`src/common/sbs_pkg.sv`:
```
// Purpose: constants for the switch and bridge status register bank
// Assumes: 16-bit registers, 7-bit register addresses
// Notes:   reset values are all zero
package sbs_pkg;
   localparam int          SBS_DATA_W       = 16;
   localparam int          SBS_ADDR_W       = 7;
   localparam int          SBS_NUM_CH       = 4;
   localparam logic [6:0]  SBS_ADDR_HS_FLT  = 7'h46;
   localparam logic [6:0]  SBS_ADDR_GEN     = 7'h50;
   localparam logic [15:0] SBS_RST_HS_FLT   = 16'h0000;
   localparam logic [15:0] SBS_RST_GEN      = 16'h0000;
   localparam int          SBS_OT_LSB       = 10;
   localparam int          SBS_OL_LSB       = 5;
   localparam int          SBS_OC_LSB       = 0;
   localparam int          SBS_VOUT_LSB     = 6;
   localparam int          SBS_PWM_LSB      = 0;
   localparam logic [1:0]  SBS_MODE_ACTIVE  = 2'h3;
endpackage

```
`src/hdl/sbs_sticky_flag.sv`:
```
// Purpose: one sticky fault flag, set by an event, cleared by a read
// Assumes: event and read strobe are synchronous to clk_sys_i
// Notes:   a set in the clearing cycle wins
`timescale 1ns/10ps
module sbs_sticky_flag (
   input  wire logic clk_sys_i,
   input  wire logic resetn_i,
   input  wire logic set_i,
   input  wire logic clr_i,
   output logic      flag_o
);
   typedef struct packed {
      logic flag;
   } sbs_flag_state_t;

   sbs_flag_state_t state_r;
   sbs_flag_state_t state_nxt;

   always_comb begin
      state_nxt = state_r;
      if (set_i) begin
         state_nxt.flag = 1'b1;
      end else if (clr_i) begin
         state_nxt.flag = 1'b0;
      end
   end

   always_ff @(posedge clk_sys_i) begin
      if (!resetn_i) begin
         state_r <= '0;
      end else begin
         state_r <= state_nxt;
      end
   end

   assign flag_o = state_r.flag;
endmodule

```
`src/hdl/sbs_status_regs.sv`:
```
// Purpose: high-side fault status and bridge general status registers
// Assumes: read strobe is one cycle per register read, data valid next cycle
// Notes:   fault inputs are one-cycle or level events, all synchronous
`timescale 1ns/10ps
// Functional notes
// sticky overtemp flags, switches 4..1 in bits 13..10, read clears
// sticky open-load flags, switches 4..1 in bits 8..5, cleared on read
// sticky overcurrent flags, switches 4..1 in bits 3..0, cleared on read
// reserved bits of both registers always read as zero
// bridge level bits 9..6 high when output near supply, mode 11, pump on
// bridge level bit forced low if pump off or mode not 11
// bits 3..0 of general status mirror PWM inputs 4..1
module sbs_status_regs
   import sbs_pkg::*;
(
   input  wire logic                  clk_sys_i,
   input  wire logic                  resetn_i,
   input  wire logic                  rd_en_i,
   input  wire logic [SBS_ADDR_W-1:0] rd_addr_i,
   output logic      [SBS_DATA_W-1:0] rd_data_o,
   output logic                       rd_hit_o,
   input  wire logic [SBS_NUM_CH-1:0] overtemp_evt_i,
   input  wire logic [SBS_NUM_CH-1:0] openload_evt_i,
   input  wire logic [SBS_NUM_CH-1:0] overcurrent_evt_i,
   input  wire logic [SBS_NUM_CH-1:0] bridge_near_supply_i,
   input  wire logic [7:0]            bridge_mode_field_i,
   input  wire logic                  charge_pump_enable_i,
   input  wire logic [SBS_NUM_CH-1:0] pwm_input_level_i,
   output logic      [SBS_NUM_CH-1:0] switch_overtemp_flag_o,
   output logic      [SBS_NUM_CH-1:0] switch_openload_flag_o,
   output logic      [SBS_NUM_CH-1:0] switch_overcurrent_flag_o
);
   typedef struct packed {
      logic [SBS_DATA_W-1:0] rd_data;
      logic                  rd_hit;
   } sbs_regs_state_t;

   sbs_regs_state_t           state_r;
   sbs_regs_state_t           state_nxt;
   logic                      rd_fault;
   logic [SBS_NUM_CH-1:0]     ot_flag;
   logic [SBS_NUM_CH-1:0]     ol_flag;
   logic [SBS_NUM_CH-1:0]     oc_flag;
   logic [SBS_NUM_CH-1:0]     bridge_output_level;
   logic [SBS_DATA_W-1:0]     fault_word;
   logic [SBS_DATA_W-1:0]     gen_word;

   assign rd_fault = rd_en_i && (rd_addr_i == SBS_ADDR_HS_FLT);

   genvar ch;
   generate
      for (ch = 0; ch < SBS_NUM_CH; ch++) begin : g_ch
         // overtemp sticky flag
         sbs_sticky_flag u_ot (
            .clk_sys_i (clk_sys_i),
            .resetn_i  (resetn_i),
            .set_i     (overtemp_evt_i[ch]),
            .clr_i     (rd_fault),
            .flag_o    (ot_flag[ch])
         );
         // open-load sticky flag
         sbs_sticky_flag u_ol (
            .clk_sys_i (clk_sys_i),
            .resetn_i  (resetn_i),
            .set_i     (openload_evt_i[ch]),
            .clr_i     (rd_fault),
            .flag_o    (ol_flag[ch])
         );
         // overcurrent sticky flag
         sbs_sticky_flag u_oc (
            .clk_sys_i (clk_sys_i),
            .resetn_i  (resetn_i),
            .set_i     (overcurrent_evt_i[ch]),
            .clr_i     (rd_fault),
            .flag_o    (oc_flag[ch])
         );
         // qualified output level
         assign bridge_output_level[ch] = charge_pump_enable_i
            && (bridge_mode_field_i[2*ch +: 2] == SBS_MODE_ACTIVE)
            && bridge_near_supply_i[ch];
      end
   endgenerate

   always_comb begin
      // reserved bits zero
      fault_word = SBS_RST_HS_FLT;
      gen_word   = SBS_RST_GEN;
      // overtemp field
      fault_word[SBS_OT_LSB +: SBS_NUM_CH] = ot_flag;
      // open-load field
      fault_word[SBS_OL_LSB +: SBS_NUM_CH] = ol_flag;
      // overcurrent field
      fault_word[SBS_OC_LSB +: SBS_NUM_CH] = oc_flag;
      // level field
      gen_word[SBS_VOUT_LSB +: SBS_NUM_CH] = bridge_output_level;
      // pwm mirror
      gen_word[SBS_PWM_LSB +: SBS_NUM_CH] = pwm_input_level_i;
   end

   always_comb begin
      state_nxt = state_r;
      state_nxt.rd_hit = 1'b0;
      if (rd_en_i) begin
         if (rd_addr_i == SBS_ADDR_HS_FLT) begin
            state_nxt.rd_data = fault_word;
            state_nxt.rd_hit  = 1'b1;
         end else if (rd_addr_i == SBS_ADDR_GEN) begin
            state_nxt.rd_data = gen_word;
            state_nxt.rd_hit  = 1'b1;
         end else begin
            state_nxt.rd_data = 16'h0000;
         end
      end
   end

   always_ff @(posedge clk_sys_i) begin
      if (!resetn_i) begin
         state_r <= '0;
      end else begin
         state_r <= state_nxt;
      end
   end

   assign rd_data_o                 = state_r.rd_data;
   assign rd_hit_o                  = state_r.rd_hit;
   assign switch_overtemp_flag_o    = ot_flag;
   assign switch_openload_flag_o    = ol_flag;
   assign switch_overcurrent_flag_o = oc_flag;
endmodule

```
`config.mk`:
```
export PLATFORM = sky130hd
export DESIGN_NAME = sbs_status_regs
export DESIGN_NICKNAME = d
export VERILOG_FILES = /design/src/common/sbs_pkg.sv /design/src/hdl/sbs_sticky_flag.sv /design/src/hdl/sbs_status_regs.sv
export SDC_FILE = /design/constraint.sdc
export NUM_CORES = 1
export LEC_CHECK = 0
export BUFFER_PORTS_ARGS = -buffer_cell sky130_fd_sc_hd__buf_2
export CAP_MARGIN = 30
export CORE_MARGIN = 3
export CORE_UTILIZATION = 44
export CTS_CLUSTER_SIZE = 28
export DETAILED_ROUTE_END_ITERATION = 8
export GPL_TIMING_DRIVEN = 0
export PLACE_DENSITY_LB_ADDON = 0.12
export SKIP_CTS_REPAIR_TIMING = 1
export SLEW_MARGIN = 20
export SYNTH_ARGS = -nofsm -noshare
export SYNTH_HDL_FRONTEND = slang
export SYNTH_SLANG_ARGS = --single-unit
```
`constraint.sdc`:
```
create_clock -name clk_sys_i -period 1.5 [get_ports clk_sys_i]
set_clock_uncertainty 0.1 [all_clocks]
set_input_delay 0.075 -clock clk_sys_i [delete_from_list [all_inputs] [get_ports clk_sys_i]]
set_output_delay 0.075 -clock clk_sys_i [all_outputs]
set_load 0.05 [all_outputs]
```
==> impl_metrics.py <==
metrics = {
    "setup_path": {
        "crit_buf_inv": 2,
        "crit_arrival_ns": 1.48,
        "end_kind": "register",
        "worstPathRequired_ns": 1.67,
        "path_cells": "buf_2, nor4b_4, dlygate4sd3_1, nand4_1, a21boi_1",
        "critPathMaxStageDelay_ns": 0.64,
        "crit_type": "input pin to register",
        "crit_slowest_cell": "dlygate4sd3_1",
        "cp_max_fo": 5,
        "r2r_slack_ns": 0.58,
        "crit_path_start_kind": "input pin",
        "critical_path.top_delay_family": "buffers and inverters",
    },
    "floorplan": {
        "die_area_um2": 3600,
        "die_x_um": 60.0,
        "core_region_area_um2": 2610,
        "row_count": 18,
        "die_h_um": 60.0,
        "boundaryPins": 68,
        "start_util_pct": 49.0,
    },
    "grt": {
        "track_usage_pct": 19.4,
        "antenna_found_initial": 0,
        "grt_pass1_vias": 1186,
        "grt_first_pass_wirelength_um": 5220,
        "grt_max_degree": 15,
        "overflow": 0,
    },
    "cts": {
        "clockRootBuffer": "clkbuf_4",
        "tritoncts": "built",
        "clock-sinks": 26,
        "clk_latency_ns": 0.32,
        "cts_made_buffers": 3,
        "clockBufferDepth": 2,
        "htree_levels": 1,
        "cts.clk_slew.worst_paths_ns": 0.14,
    },
    "routing": {
        "routedWlPerCell_um": 13.8,
        "ant_nets": 0,
        "vias": 1333,
        "routed_wl_um": 3530,
        "viasPerCell": 5.21,
        "dr.pass1.iters": 4,
        "drc": 0,
        "drt_iter0_drc": 30,
    },
    "final_layout": {
        "syn_to_final_growth_pct": 44.2,
        "final_util_pct": 70.7,
        "n_antenna_cell": 0,
        "final_nets": 266,
        "fin_area_um2": 1850,
        "layout-drive-gt1-share_pct": 43.4,
    },
    "yosys": {
        "synth_seq_cells": 26,
        "yosys.area.top_type_share_pct": 40.6,
        "synthCells": 140,
        "ys_top_cells_by_area": "dfxtp_1, buf_4, a21oi_2",
        "synth.most_common_cell": "dfxtp_1",
        "async_reset_ff_share_pct": 0,
        "synth.distinct_cells": 29,
        "ys_top_cells_by_count": "dfxtp_1, o21ai_0, buf_4, nor2_1, nand3_1",
        "synth-seq-area-share_pct": 40.6,
        "synth_edf_count": 0,
        "synth-main-ff-cell": "dfxtp_1",
        "avgSynthCellArea_um2": 9.15,
        "ys_warn_count": 0,
        "synth_top_family_by_area": "compound AO/OA/AOI/OAI gates",
        "synthesis.area_um2": 1280,
        "synth_xor_area_share_pct": 0,
        "synth_mux_area_share_pct": 0,
        "synth-adder-area-share_pct": 0,
        "synth-compound-area-share_pct": 24.5,
        "yosysTopAreaCell": "dfxtp_1",
        "synthSimpleGateAreaFrac_pct": 20.3,
    },
    "place": {
        "io_buffers": 63,
        "routabilityCongestion": 0.731,
        "placed_area_um2": 1640,
        "place_ws_ns": 0.129,
        "dp_hpwl_um": 2600,
    },
    "timing": {
        "setup_violations": 0,
        "max_freq_mhz": 759,
        "min_period_ns": 1.32,
        "rsz0062_at_grt": "false",
        "slew_viol_final": 0,
        "report.final.hold_viol_count": 0,
        "hold_ws_ns": 0.00359,
        "final.setup.worst_slack_ns": 0.182,
        "setup_tns_ns": 0,
        "period_share_pct": 87.9,
    },
    "power_and_ir_drop": {
        "irDropWorstVdd_mv": 0.713,
        "power_density_nw_per_um2": 798,
        "p_leak_nw": 0.855,
    },
    "min_path": {
        "hold_class": "input pin to register",
    },
    "run_status": {
        "status": "finished, final reports clean",
    },
    "job": {
        "cap_viol_max_count": 0,
    },
}
-- cell usage in the layout, fill, tap and decap left out --
cell type      netlist  routed
buf_1                2       2
a21oi_1              2       2
nor3b_2              1       1
nand4_1              6       6
nand2b_1             6       6
and4_1               1       1
nor2b_1              1       1
conb_1               1       3
a31oi_1              4       4
dfxtp_1             26      26
buf_6                2       2
o21ai_0             16      16
clkbuf_8             0       1
a21oi_2             10      10
nand4bb_1            1       1
and2_1               1       1
nor4b_4              1       1
nor2_1              12      12
o2bb2ai_1            3       3
buf_12               1       1
and3b_1              1       1
a21boi_1             3       3
a32o_1               3       3
a21boi_0             3       3
clkbuf_4             0       3
buf_4               15      15
clkbuf_1             4       4
nand3b_1             1       1
o211a_1              1       1
dlygate4sd3_1        0      17
buf_2                1      64
nand3_1             11      11
-- final timing paths --
| kind | startpoint | endpoint | depth (start not counted) |
|---|---|---|---|
| setup reg to reg | g_ch[2].u_ol.flag_o | rd_data_o[7] | 2 |
| hold reg to reg | rd_data_o[6] | rd_data_o[6] | 1 |
| setup / recovery | rd_addr_i[3] | rd_data_o[9] | 5 |
| hold / removal | rd_addr_i[5] | rd_data_o[11] | 4 |
-- flip-flops by register name, indices dropped and copies added (netlist names) --
signal,cells
g_ch.u_ot.flag_o,4
g_ch.u_oc.flag_o,4
rd_hit_o,1
g_ch.u_ol.flag_o,4
rd_data_o,13
-- power breakdown --
group          leakage, nW  internal, mW  switching, mW
registers            0.214         0.720         0.0224
logic                0.620         0.151          0.220
clock network       0.0210         0.149          0.213
total                0.855          1.02          0.455
-- cells by family (layout without fill, tap and decap cells) --
| kind of cell | after synthesis | in the layout |
|---|---|---|
| flops | 26 | 26 |
| simple gates | 43 | 43 |
| other cells | 1 | 3 |
| buf+inv | 25 | 109 |
| compound gates | 45 | 45 |
-- routing by layer --
metal | routed length (µm) | vias up | track usage, % | share of wire, %
met1 | 1360 | 628 | 23.3 | 38
met5 | 0 | - | 0 | 0
met2 | 1920 | 43 | 34.4 | 54
met3 | 213 | 5 | 3.46 | 6.0
li1 | - | 657 | - | -
met4 | 36 | 0 | 6.65 | 1.0
-- final cells by class --
cell class / count / area, µm²
fill: 218 / 764
multi-input combinational: 91 / 586
tap: 30 / 37.5
timing repair buffer: 80 / 485
sequential: 26 / 520
buffer: 25 / 183
clock buffer: 4 / 36.3
-- metrics by stage --
step	instances	total power [mW]
2_1_floorplan	142	0.986
3_3_place_gp	235	1.08
3_5_place_dp	235	1.09
4_1_cts	239	1.44
5_1_grt	256	1.54
6_report	256	1.47
-- worst register-to-register path, cell delays in order (launching register included) --
cell	delay [ns]
dfxtp_1	0.36
o2bb2ai_1	0.13
a32o_1	0.25
No activity file was read; power rests on OpenSTA's default activity.
